<file path="config.mk">
export PLATFORM = sky130hd
export DESIGN_NAME = sbi_interconnect
export DESIGN_NICKNAME = d
export VERILOG_FILES = /design/src/rtl/sbi_pkg.sv /design/src/rtl/sbi_arbiter.sv /design/src/rtl/sbi_decode.sv /design/src/rtl/sbi_interconnect.sv
export SDC_FILE = /design/constraint.sdc
export NUM_CORES = 1
export LEC_CHECK = 0
export BUFFER_PORTS_ARGS = -buffer_cell sky130_fd_sc_hd__buf_2
export CAP_MARGIN = 10
export CORE_MARGIN = 1
export CORE_UTILIZATION = 50
export CTS_CLUSTER_DIAMETER = 30
export DETAILED_ROUTE_END_ITERATION = 10
export PLACE_DENSITY = 0.76
export REMOVE_ABC_BUFFERS = 1
export SKIP_CTS_REPAIR_TIMING = 1
export SYNTH_ARGS = -nofsm -noshare
export SYNTH_HDL_FRONTEND = slang
export SYNTH_SLANG_ARGS = --single-unit
</file>
<file path="constraint.sdc">
create_clock -name clock -period 6.87 [get_ports clock]
set_input_delay 0.3435 -clock clock [delete_from_list [all_inputs] [get_ports clock]]
set_output_delay 0.3435 -clock clock [all_outputs]
set_load 0.02 [all_outputs]
</file>
<file path="src/rtl/sbi_pkg.sv">
/*
 * sbi_pkg: constants and types of the interconnect.
 * Assumes one clock domain.
 */
package sbi_pkg;

  // ****************************************
  // clocking and masters
  // ****************************************
  localparam int unsigned CLK_MHZ      = 100;
  localparam int unsigned NUM_MASTERS  = 3;
  localparam int unsigned M_CPU        = 0;
  localparam int unsigned M_PCIE       = 1;
  localparam int unsigned M_ACC        = 2;

  // ****************************************
  // configuration registers (byte offsets)
  // ****************************************
  localparam logic [7:0] OFS_CTRL      = 8'h00;
  localparam logic [7:0] OFS_STATUS    = 8'h04;
  localparam logic [7:0] OFS_PL_BASE   = 8'h08;
  localparam logic [7:0] OFS_REFRESH   = 8'h14;
  localparam logic [7:0] OFS_WT_BASE   = 8'h18;
  localparam int unsigned CTRL_BOOT    = 0;
  localparam int unsigned CTRL_LARGE   = 1;
  localparam int unsigned CTRL_TOKEN   = 2;
  localparam int unsigned CTRL_CPUONLY = 3;
  localparam logic [3:0]  CPU_PRIORITY_LEVEL_RST   = 4'h2;
  localparam logic [3:0]  PCIE_PRIORITY_LEVEL_RST  = 4'h1;
  localparam logic [3:0]  PL_ACC_RST   = 4'h0;
  localparam logic [15:0] WT_RST       = 16'h0000;
  localparam logic [15:0] REFRESH_RST  = 16'h0800;

  // ****************************************
  // address map
  // ****************************************
  localparam logic [31:0] MASK_256M    = 32'h0fffffff;
  localparam logic [31:0] MASK_512M    = 32'h1fffffff;
  localparam logic [31:0] MASK_1G      = 32'h3fffffff;
  localparam logic [3:0]  REG_LOCAL    = 4'h0;
  localparam logic [3:0]  REG_CORE     = 4'h1;

  typedef enum logic [2:0] {
    RG_RSVD  = 3'h0,
    RG_DDR   = 3'h1,
    RG_FLASH = 3'h2,
    RG_REGL  = 3'h3,
    RG_REGC  = 3'h4,
    RG_PCIE  = 3'h5
  } sbi_region_t;

  typedef enum logic [2:0] {
    ST_IDLE = 3'b001,
    ST_WAIT = 3'b010,
    ST_DONE = 3'b100
  } sbi_state_t;

endpackage

</file>
<file path="src/rtl/sbi_arbiter.sv">
/*
 * sbi_arbiter: strict-priority arbiter with token classes.
 * Assumes a registered one-hot owner.
 */
`timescale 1ns/100ps
module sbi_arbiter import sbi_pkg::*; (
  input  wire logic        clock,
  input  wire logic        rst_b,
  input  wire logic [2:0]  req,
  input  wire logic [2:0]  owner,
  input  wire logic        token_scheme_enable,
  input  wire logic [15:0] token_refresh_period,
  input  wire logic [3:0]  level [3],
  input  wire logic [15:0] weight [3],
  output logic      [2:0]  winner
);

  logic [15:0] tokens [3];
  logic [15:0] next_tokens [3];
  logic [15:0] period_cnt;
  logic [15:0] next_period_cnt;
  logic [5:0]  best;
  logic [5:0]  k;

  // token class, then level, then cpu
  function automatic logic [5:0] prio_key(input logic has_tok, input logic [3:0] lvl, input int idx);
    prio_key = {has_tok, lvl, (idx == 0)};
  endfunction

  always_comb begin
    winner = '0;
    best   = '0;
    k      = '0;
    for (int i = 0; i < 3; i++) begin

      k = prio_key(!token_scheme_enable || weight[i] == '0 || tokens[i] != '0, level[i], i);
      if (req[i] && (winner == '0 || k > best)) begin
        winner = 3'(1 << i);
        best   = k;
      end
    end
  end

  always_comb begin
    next_period_cnt = period_cnt + 16'h0001;
    next_tokens     = tokens;
    if (period_cnt >= token_refresh_period - 16'h0001) begin
      next_period_cnt = '0;
      next_tokens     = weight;
    end else begin
      for (int i = 0; i < 3; i++) begin
        if (owner[i] && tokens[i] != '0) begin
          next_tokens[i] = tokens[i] - 16'h0001;
        end
      end
    end
  end

  always_ff @(posedge clock or negedge rst_b) begin
    if (!rst_b) begin
      period_cnt <= '0;
      tokens     <= '{default: 16'h0000};
    end else begin
      period_cnt <= next_period_cnt;
      tokens     <= next_tokens;
    end
  end

endmodule // sbi_arbiter

</file>
<file path="src/rtl/sbi_decode.sv">
/*
 * sbi_decode: boot/normal, small/large map address decoder.
 * Assumes a byte address; combinational.
 */
`timescale 1ns/100ps
module sbi_decode import sbi_pkg::*; (
  input  wire logic [31:0] addr,
  input  wire logic        boot_map,
  input  wire logic        large_map,
  output sbi_region_t      region,
  output logic      [31:0] offset
);

  always_comb begin
    region = RG_RSVD;
    unique case (addr[31:28])
      4'h0: region = boot_map ? RG_FLASH : RG_DDR;
      4'h1: region = boot_map ? RG_RSVD : RG_DDR;
      4'h2, 4'h3: region = (!large_map || !boot_map) ? RG_DDR : RG_RSVD;
      4'h4: region = RG_FLASH;
      4'h5, 4'h6: region = RG_RSVD;
      4'h7: begin

        if (addr[27:24] == REG_LOCAL) begin
          region = RG_REGL;
        end else if (addr[27:24] == REG_CORE) begin
          region = RG_REGC;
        end
      end
      4'h8, 4'h9, 4'ha, 4'hb: region = large_map ? RG_DDR : RG_RSVD;
      default: region = RG_PCIE;
    endcase
    // mirror and fixed window share offsets
    unique case (region)
      RG_FLASH: offset = addr & MASK_256M;
      RG_DDR:   offset = addr & (large_map ? MASK_1G : MASK_512M);
      RG_PCIE:  offset = addr & MASK_1G;
      default:  offset = addr & MASK_256M;
    endcase
  end

endmodule // sbi_decode

</file>
<file path="src/rtl/sbi_interconnect.sv">
/*
 * sbi_interconnect: shared system bus between three masters and the memory-mapped slaves,
 * with its configuration reached over an AHB-Lite slave port.
 * Assumes masters hold a request until m_done and slaves hold s_rdata with s_ready.
 */
// Added by the designer: the AHB-Lite register port and the register addresses.
// Functional notes
// 32-bit address and data, three masters only
// byte addresses; 8/16/32 singles, word bursts
// reset selects boot map, flash mirrored low
// normal map mirrors ddr at bottom
// new mapping applied when select bit read
// 512 MB default, large map by bit
// 512 MB map region layout
// 1 GB map region layout
// cpu-only soft reset keeps mapping
// frame dma has own paths elsewhere
// strict priority, cpu highest, level 15 top
// unused guaranteed bandwidth goes to requesters
// refresh period reloads token weights
// owner spends one token per cycle
// token holders beat others, levels within class
// zero weight means unlimited tokens
// register region: word accesses only; not enforced, reads forward m_size, buffered writes always go out as words
// one-word write buffer, stalls when busy
// read after write waits for buffer
// local and switch-core register windows
// flash reads forwarded, writes dropped
// ddr and pcie forwarded to controllers
// reserved space reads zero, ignores writes
// one subsystem clock for the interconnect
`timescale 1ns/100ps
module sbi_interconnect import sbi_pkg::*; (
  input  wire logic        clock,
  input  wire logic        rst_b,
  input  wire logic        soft_reset_req,
  input  wire logic        hsel,
  input  wire logic [31:0] haddr,
  input  wire logic [1:0]  htrans,
  input  wire logic        hwrite,
  input  wire logic [2:0]  hsize,
  input  wire logic [31:0] hwdata,
  input  wire logic        hready,
  output logic             hreadyout,
  output logic      [31:0] hrdata,
  output logic             hresp,
  input  wire logic [2:0]  m_req,
  input  wire logic [31:0] m_addr [3],
  input  wire logic [2:0]  m_write,
  input  wire logic [1:0]  m_size [3],
  input  wire logic [31:0] m_wdata [3],
  input  wire logic [2:0]  m_last,
  output logic      [2:0]  m_gnt,
  output logic      [2:0]  m_done,
  output logic      [31:0] m_rdata,
  output logic             s_valid,
  output logic      [2:0]  s_region,
  output logic      [31:0] s_addr,
  output logic             s_write,
  output logic      [1:0]  s_size,
  output logic      [31:0] s_wdata,
  input  wire logic        s_ready,
  input  wire logic [31:0] s_rdata
);

  // ****************************************
  // configuration state
  // ****************************************
  logic        boot_map_select;
  logic        boot_map;
  logic        large_memory_map_enable;
  logic        token_scheme_enable;
  logic        cpu_only_reset;
  logic [3:0]  prio_level [3];
  logic [15:0] token_weight [3];
  logic [15:0] token_refresh_period;
  logic        a_valid;
  logic        a_write;
  logic [7:0]  a_addr;
  logic        rd_pend;
  logic        next_boot_map_select;
  logic        next_boot_map;
  logic        next_large;
  logic        next_token_en;
  logic        next_cpu_only;
  logic [3:0]  next_prio_level [3];
  logic [15:0] next_token_weight [3];
  logic [15:0] next_refresh;
  logic        next_a_valid;
  logic        next_a_write;
  logic [7:0]  next_a_addr;
  logic        next_rd_pend;
  logic        next_hreadyout;
  logic [31:0] next_hrdata;

  // ****************************************
  // bus state
  // ****************************************
  sbi_state_t  state;
  sbi_state_t  next_state;
  logic [2:0]  owner;
  logic [2:0]  next_owner;
  logic [2:0]  winner;
  logic [2:0]  next_m_done;
  logic [31:0] next_m_rdata;
  logic        s_drain;
  logic        next_s_drain;
  logic        next_s_valid;
  logic [2:0]  next_s_region;
  logic [31:0] next_s_addr;
  logic        next_s_write;
  logic [1:0]  next_s_size;
  logic [31:0] next_s_wdata;
  logic        wb_full;
  logic        next_wb_full;
  logic [31:0] wb_addr;
  logic [31:0] next_wb_addr;
  logic [31:0] wb_data;
  logic [31:0] next_wb_data;
  sbi_region_t region;
  logic [31:0] offset;
  logic [1:0]  idx;
  logic        cur_write;
  logic        cur_last;
  logic        is_reg;

  function automatic logic [1:0] onehot_index(input logic [2:0] oh);
    onehot_index = oh[2] ? 2'd2 : (oh[1] ? 2'd1 : 2'd0);
  endfunction

  // ****************************************
  // register port, one wait state on reads
  // ****************************************
  always_comb begin
    next_boot_map_select = boot_map_select;
    next_boot_map        = boot_map;
    next_large           = large_memory_map_enable;
    next_token_en        = token_scheme_enable;
    next_cpu_only        = cpu_only_reset;
    next_prio_level      = prio_level;
    next_token_weight    = token_weight;
    next_refresh         = token_refresh_period;
    next_hrdata          = hrdata;
    next_hreadyout       = 1'b1;
    next_rd_pend         = 1'b0;
    if (a_valid && a_write) begin
      unique case (a_addr)
        OFS_CTRL: begin
          next_boot_map_select = hwdata[CTRL_BOOT];
          next_large           = hwdata[CTRL_LARGE];
          next_token_en        = hwdata[CTRL_TOKEN];
          next_cpu_only        = hwdata[CTRL_CPUONLY];
        end
        OFS_PL_BASE:         next_prio_level[M_CPU]    = hwdata[3:0];
        OFS_PL_BASE + 8'h04: next_prio_level[M_PCIE]   = hwdata[3:0];
        OFS_PL_BASE + 8'h08: next_prio_level[M_ACC]    = hwdata[3:0];
        OFS_REFRESH:         next_refresh              = hwdata[15:0];
        OFS_WT_BASE:         next_token_weight[M_CPU]  = hwdata[15:0];
        OFS_WT_BASE + 8'h04: next_token_weight[M_PCIE] = hwdata[15:0];
        OFS_WT_BASE + 8'h08: next_token_weight[M_ACC]  = hwdata[15:0];
        default: ;
      endcase
    end
    if (rd_pend) begin
      unique case (a_addr)
        OFS_CTRL: begin
          next_hrdata   = {28'h0000000, cpu_only_reset, token_scheme_enable,
                           large_memory_map_enable, boot_map_select};
          next_boot_map = boot_map_select;
        end
        OFS_STATUS:          next_hrdata = {24'h000000, state, owner, wb_full, boot_map};
        OFS_PL_BASE:         next_hrdata = {28'h0000000, prio_level[M_CPU]};
        OFS_PL_BASE + 8'h04: next_hrdata = {28'h0000000, prio_level[M_PCIE]};
        OFS_PL_BASE + 8'h08: next_hrdata = {28'h0000000, prio_level[M_ACC]};
        OFS_REFRESH:         next_hrdata = {16'h0000, token_refresh_period};
        OFS_WT_BASE:         next_hrdata = {16'h0000, token_weight[M_CPU]};
        OFS_WT_BASE + 8'h04: next_hrdata = {16'h0000, token_weight[M_PCIE]};
        OFS_WT_BASE + 8'h08: next_hrdata = {16'h0000, token_weight[M_ACC]};
        default:             next_hrdata = 32'h00000000;
      endcase
    end
    next_a_valid = hsel && htrans[1] && hready;
    next_a_write = hwrite;
    next_a_addr  = haddr[7:0];
    if (next_a_valid && !hwrite) begin
      next_rd_pend   = 1'b1;
      next_hreadyout = 1'b0;
    end
    // cpu-only soft reset keeps the mapping
    if (soft_reset_req && !cpu_only_reset) begin
      next_boot_map_select = 1'b1;
      next_boot_map        = 1'b1;
    end
  end

  always_ff @(posedge clock or negedge rst_b) begin
    if (!rst_b) begin
      boot_map_select         <= 1'b1;
      boot_map                <= 1'b1;
      large_memory_map_enable <= 1'b0;
      token_scheme_enable     <= 1'b0;
      cpu_only_reset          <= 1'b0;
      prio_level              <= '{CPU_PRIORITY_LEVEL_RST, PCIE_PRIORITY_LEVEL_RST, PL_ACC_RST};
      token_weight            <= '{default: WT_RST};
      token_refresh_period    <= REFRESH_RST;
      a_valid                 <= 1'b0;
      a_write                 <= 1'b0;
      a_addr                  <= 8'h00;
      rd_pend                 <= 1'b0;
      hreadyout               <= 1'b1;
      hrdata                  <= 32'h00000000;
      hresp                   <= 1'b0;
    end else begin
      boot_map_select         <= next_boot_map_select;
      boot_map                <= next_boot_map;
      large_memory_map_enable <= next_large;
      token_scheme_enable     <= next_token_en;
      cpu_only_reset          <= next_cpu_only;
      prio_level              <= next_prio_level;
      token_weight            <= next_token_weight;
      token_refresh_period    <= next_refresh;
      a_valid                 <= next_a_valid;
      a_write                 <= next_a_write;
      a_addr                  <= next_a_addr;
      rd_pend                 <= next_rd_pend;
      hreadyout               <= next_hreadyout;
      hrdata                  <= next_hrdata;
      hresp                   <= 1'b0;
    end
  end

  // ****************************************
  // arbitration and decode
  // ****************************************
  sbi_arbiter u_arbiter (
    .clock                (clock),
    .rst_b                (rst_b),
    .req                  (m_req),
    .owner                (owner),
    .token_scheme_enable  (token_scheme_enable),
    .token_refresh_period (token_refresh_period),
    .level                (prio_level),
    .weight               (token_weight),
    .winner               (winner)
  );

  assign idx       = onehot_index(owner);
  assign cur_write = m_write[idx];
  assign cur_last  = m_last[idx];

  sbi_decode u_decode (
    .addr      (m_addr[idx]),
    .boot_map  (boot_map),
    .large_map (large_memory_map_enable),
    .region    (region),
    .offset    (offset)
  );

  assign is_reg = (region == RG_REGL) || (region == RG_REGC);

  // ****************************************
  // transfer sequencing
  // ****************************************
  // frame dma has its own paths
  always_comb begin
    next_state    = state;
    next_owner    = owner;
    next_m_done   = 3'b000;
    next_m_rdata  = m_rdata;
    next_s_valid  = s_valid;
    next_s_region = s_region;
    next_s_addr   = s_addr;
    next_s_write  = s_write;
    next_s_size   = s_size;
    next_s_wdata  = s_wdata;
    next_s_drain  = s_drain;
    next_wb_full  = wb_full;
    next_wb_addr  = wb_addr;
    next_wb_data  = wb_data;
    if (s_valid && s_drain && s_ready) begin
      next_s_valid = 1'b0;
      next_s_drain = 1'b0;
      next_wb_full = 1'b0;
    end
    unique case (state)
      ST_IDLE: begin
        if (owner == 3'b000) begin
          next_owner = winner;
        end else if (!m_req[idx]) begin
          next_owner = 3'b000;
        end else if (region == RG_RSVD || (region == RG_FLASH && cur_write)) begin
          // finish at once, never hang
          next_m_done  = owner;
          next_m_rdata = 32'h00000000;
          next_state   = ST_DONE;
          if (cur_last) begin
            next_owner = 3'b000;
          end
        end else if (is_reg && cur_write) begin
          if (!wb_full) begin
            next_wb_full = 1'b1;
            next_wb_addr = {region == RG_REGC, 3'b000, offset[27:0]};
            next_wb_data = m_wdata[idx];
            next_m_done  = owner;
            next_state   = ST_DONE;
            if (cur_last) begin
              next_owner = 3'b000;
            end
          end
        end else if (!s_valid && !wb_full) begin
          // buffered write drains first
          next_s_valid  = 1'b1;
          next_s_region = region;
          next_s_addr   = offset;
          next_s_write  = cur_write;
          next_s_size   = m_size[idx];
          next_s_wdata  = m_wdata[idx];
          next_state    = ST_WAIT;
        end
        if (wb_full && !s_valid) begin
          next_s_valid  = 1'b1;
          next_s_drain  = 1'b1;
          next_s_region = wb_addr[31] ? RG_REGC : RG_REGL;
          next_s_addr   = {4'h0, wb_addr[27:0]};
          next_s_write  = 1'b1;
          next_s_size   = 2'h2;
          next_s_wdata  = wb_data;
        end
      end
      ST_WAIT: begin
        if (s_ready) begin
          next_s_valid = 1'b0;
          next_m_done  = owner;
          next_m_rdata = s_write ? 32'h00000000 : s_rdata;
          next_state   = ST_DONE;
          if (cur_last) begin
            next_owner = 3'b000;
          end
        end
      end
      ST_DONE: next_state = ST_IDLE;
      default: next_state = ST_IDLE;
    endcase
  end

  always_ff @(posedge clock or negedge rst_b) begin
    if (!rst_b) begin
      state    <= ST_IDLE;
      owner    <= 3'b000;
      m_done   <= 3'b000;
      m_rdata  <= 32'h00000000;
      s_valid  <= 1'b0;
      s_region <= 3'h0;
      s_addr   <= 32'h00000000;
      s_write  <= 1'b0;
      s_size   <= 2'h0;
      s_wdata  <= 32'h00000000;
      s_drain  <= 1'b0;
      wb_full  <= 1'b0;
      wb_addr  <= 32'h00000000;
      wb_data  <= 32'h00000000;
    end else begin
      state    <= next_state;
      owner    <= next_owner;
      m_done   <= next_m_done;
      m_rdata  <= next_m_rdata;
      s_valid  <= next_s_valid;
      s_region <= next_s_region;
      s_addr   <= next_s_addr;
      s_write  <= next_s_write;
      s_size   <= next_s_size;
      s_wdata  <= next_s_wdata;
      s_drain  <= next_s_drain;
      wb_full  <= next_wb_full;
      wb_addr  <= next_wb_addr;
      wb_data  <= next_wb_data;
    end
  end

  assign m_gnt = owner;

endmodule // sbi_interconnect

</file>
==> results.py <==
metrics = {
    "logic_synthesis": {
        "netlist_area_mm2": 0.0180,
        "synth_async_sr_flop_share_pct": 100,
        "synthAdderAreaFrac_pct": 2.23,
        "synth_edf_count": 0,
        "synth_top_family_by_area": "multiplexers",
        "synthSimpleGateAreaFrac_pct": 13.0,
        "ys_warn_count": 0,
        "synthCells": 1706,
        "synth_mux_area_share_pct": 17.3,
        "postSynthAreaPerCell_um2": 10.5,
        "synth_compound_gate_area_share_pct": 12.1,
        "ys.flop_type": "dfrtp_1",
        "ys_seq_area_share_pct": 48.2,
        "synth_xor_area_share_pct": 3.36,
        "yosysUniqueCellTypes": 74,
        "synth_seq_cells": 346,
    },
    "power": {
        "switchingPower_mw": 2.97,
        "peakVddDrop_mv": 0.216,
        "pwr-share-seq_pct": 32.1,
        "clkPwrFrac_pct": 41.8,
        "comb_power_share_pct": 26.1,
        "power_density_mw_per_mm2": 393,
        "p_leak_nw": 10.9,
        "p_sw_share_pct": 32.6,
        "p_int_mw": 6.15,
    },
    "setup_path": {
        "crit_fanout": 24,
        "cp.arrival_ns": 5.14,
        "r2r_setup_slack_ns": 2.16,
        "path_class": "flip-flop to flip-flop",
        "critPathCaptureType": "flip-flop",
        "cp.required_ns": 7.30,
        "start_kind": "flip-flop",
    },
    "timing": {
        "hold_viol": 0,
        "period_minus_slack_ns": 4.71,
        "rsz0062_at_grt": "false",
        "fin_crit_sh_pct": 68.6,
        "slew_viol_final": 0,
        "setup_viol": 0,
        "finClkSkew_ns": 0.0314,
        "max_slew_margin_pct": 20.5,
        "tightest_slew_ns": 1.19,
        "max_freq_ghz": 0.212,
        "fin_setup_tns_ns": 0,
    },
    "cells_and_area": {
        "final_util_pct": 65.5,
        "nets": 2469,
        "fillers": 2729,
        "layout-drive-gt1-share_pct": 34.9,
        "layout.cells.non_filler": 2656,
        "syn2layout_area_growth_pct": 29.4,
    },
    "outcome": {
        "status": "finished clean",
    },
    "detailed_routing": {
        "drt-total-wl_um": 50600,
        "drc": 0,
        "firstDrtPassIters": 7,
        "antenna_left": 0,
        "drt-vias-per-instance": 5.63,
        "dr_total_vias": 14900,
        "wl_per_cell_um": 19.0,
        "drt-initial-drc-count": 880,
    },
    "clock_network": {
        "path_clk_slew_ns": 0.04,
        "cts_tree": "yes",
        "clkLatencyLatePin_ns": 0.58,
        "clock_path_buffers": 3,
        "cts_made_buffers": 77,
        "clockRootBuffer": "clkbuf_16",
        "clock-sinks": 346,
        "h-tree-depth": 3,
    },
    "floorplan": {
        "start_util_pct": 50.6,
        "die_x_um": 192,
        "die_y_um": 192,
        "rows": 69,
        "die-area_mm2": 0.0367,
        "ios": 458,
        "core_mm2": 0.0355,
    },
    "grt": {
        "overflow": 0,
        "grt_pass1_wl_um": 78100,
        "grt_util_all_layers_pct": 27.3,
        "grt_pass1_vias": 14700,
        "antenna_found_initial": 16,
        "grt_max_degree": 153,
    },
    "min_path": {
        "hold_path_class": "input port to flip-flop",
    },
    "place": {
        "globalplace.congestion": 0.891,
        "dp_hpwl_um": 35100,
        "port_buffers": 394,
        "dp_cells": 2479,
    },
    "job": {
        "maxCapViolations": 0,
    },
}
through the flow:
step	power [mW]	cell area [µm²]	hold WS [ns]	setup slack, ns
2_1_floorplan	4.47	17500	0.0479	0.308
3_3_place_gp	5.19	20200	0.454	2.12
3_5_place_dp	5.29	20200	0.453	1.84
4_1_cts	9.16	22900	-0.131	1.75
5_1_grt	9.58	23200	0.000924	1.87
6_report	9.13	23200	0.00669	2.16
registers in the layout (all words and copies together), names as in the netlist, 8 cells and up:
name                  count
wb_addr                  29
a_addr                    8
u_arbiter.period_cnt     16
wb_data                  32
hrdata                   16
token_weight             48
u_arbiter.tokens         48
m_rdata                  32
s_wdata                  32
prio_level               12
token_refresh_period     16
s_addr                   30
cells in the final DEF, fill, tap and decap left out, types with 19 or more instances in the layout:
cell type / instances
nor3_1: 26
nor4_1: 33
buf_2: 393
nor2_1: 103
xnor2_1: 33
conb_1: 19
ha_1: 32
mux2_2: 168
and2_1: 24
dlygate4sd3_1: 22
o22ai_1: 19
clkbuf_16: 77
xor2_1: 36
o21ai_0: 142
a22o_1: 34
nand3_1: 21
a21oi_1: 74
mux2i_1: 77
inv_1: 35
mux2_4: 27
nand2_1: 186
dfrtp_1: 337
power groups by stage:
stage / Combinational (mW) / Sequential, mW / Clock, mW
5_1_grt: 2.60 / 2.99 / 3.99
2_1_floorplan: 1.29 / 3.19 / 0
3_3_place_gp: 2.28 / 2.92 / 0
6_report: 2.38 / 2.93 / 3.82
3_5_place_dp: 2.35 / 2.94 / 0
4_1_cts: 2.37 / 2.93 / 3.86
final timing paths:
check,from,end,cells past startpoint
setup reg to reg,token_refresh_period[5],u_arbiter.tokens[37],15
hold / removal,s_rdata[7],m_rdata[7],2
hold reg to reg,wb_addr[24],wb_addr[24],2
setup / recovery,token_refresh_period[5],u_arbiter.tokens[37],15
min in group asynchronous,rst_b,u_arbiter.period_cnt[14],2
max in group asynchronous,rst_b,m_gnt[2],3
kinds of logic (layout without fill, tap and decap cells):
kind of cell / Yosys count / in the layout
muxes: 275 / 275
DFF: 346 / 346
and+or+nand+nor: 486 / 486
other: 1 / 30
AOI/OAI and AO/OA: 350 / 350
xor gates and xnor gates: 69 / 69
buffers and inverters: 147 / 607
adders and majority gates: 32 / 32
worst max-delay path, stage by stage (launching register included):
cell and delay, ns:
dfrtp_1 0.42, or4_1 0.57, nor2_1 0.16, nand2_1 0.14, or4_1 0.49, nor4_1 0.26, xnor2_1 0.16, ha_1 0.28
a21oi_1 0.18, nor2b_1 0.07, o21ai_0 0.22, o211ai_1 0.21, a41oi_4 0.51, buf_16 0.24, buf_4 0.27, mux2_2 0.37
Yosys cell counts, types with 22 or more instances:
cell type	number	area share [%]
dfrtp_1	339	47
nor3_1	26	0.72
a21oi_1	74	2.1
nand2_1	186	3.9
mux2_4	27	2.3
and2_1	24	0.84
mux2i_1	77	4.3
o21ai_0	142	4.0
mux2_2	168	11
a22o_1	34	1.7
xor2_1	36	1.8
clkbuf_1	64	1.3
nor4_1	33	1.1
xnor2_1	33	1.6
ha_1	32	2.2
nor2_1	103	2.2
inv_1	35	0.73
nand3_1	22	0.61
layout make-up:
class                           count  area (µm²)  share of cell area, %
Antenna cell                       11        27.5                  0.118
Sequential cell                   346        8670                   37.3
Inverter                           36         135                  0.581
Timing Repair Buffer              430        2350                   10.1
Multi-Input combinational cell   1231        8740                   37.6
Tap cell                          461         577                   2.48
Clock inverter                     43         593                   2.55
Clock buffer                       98        2150                   9.23
routing by layer:
layer	GRT usage (%)	vias up	wire length, µm
met1	32.7	7270	19900
met2	44.8	565	25100
met3	6.92	136	3080
li1	-	6959	-
met4	15.1	10	2370
met5	0	-	70
Note: power is estimated with default switching activity, not from simulation.
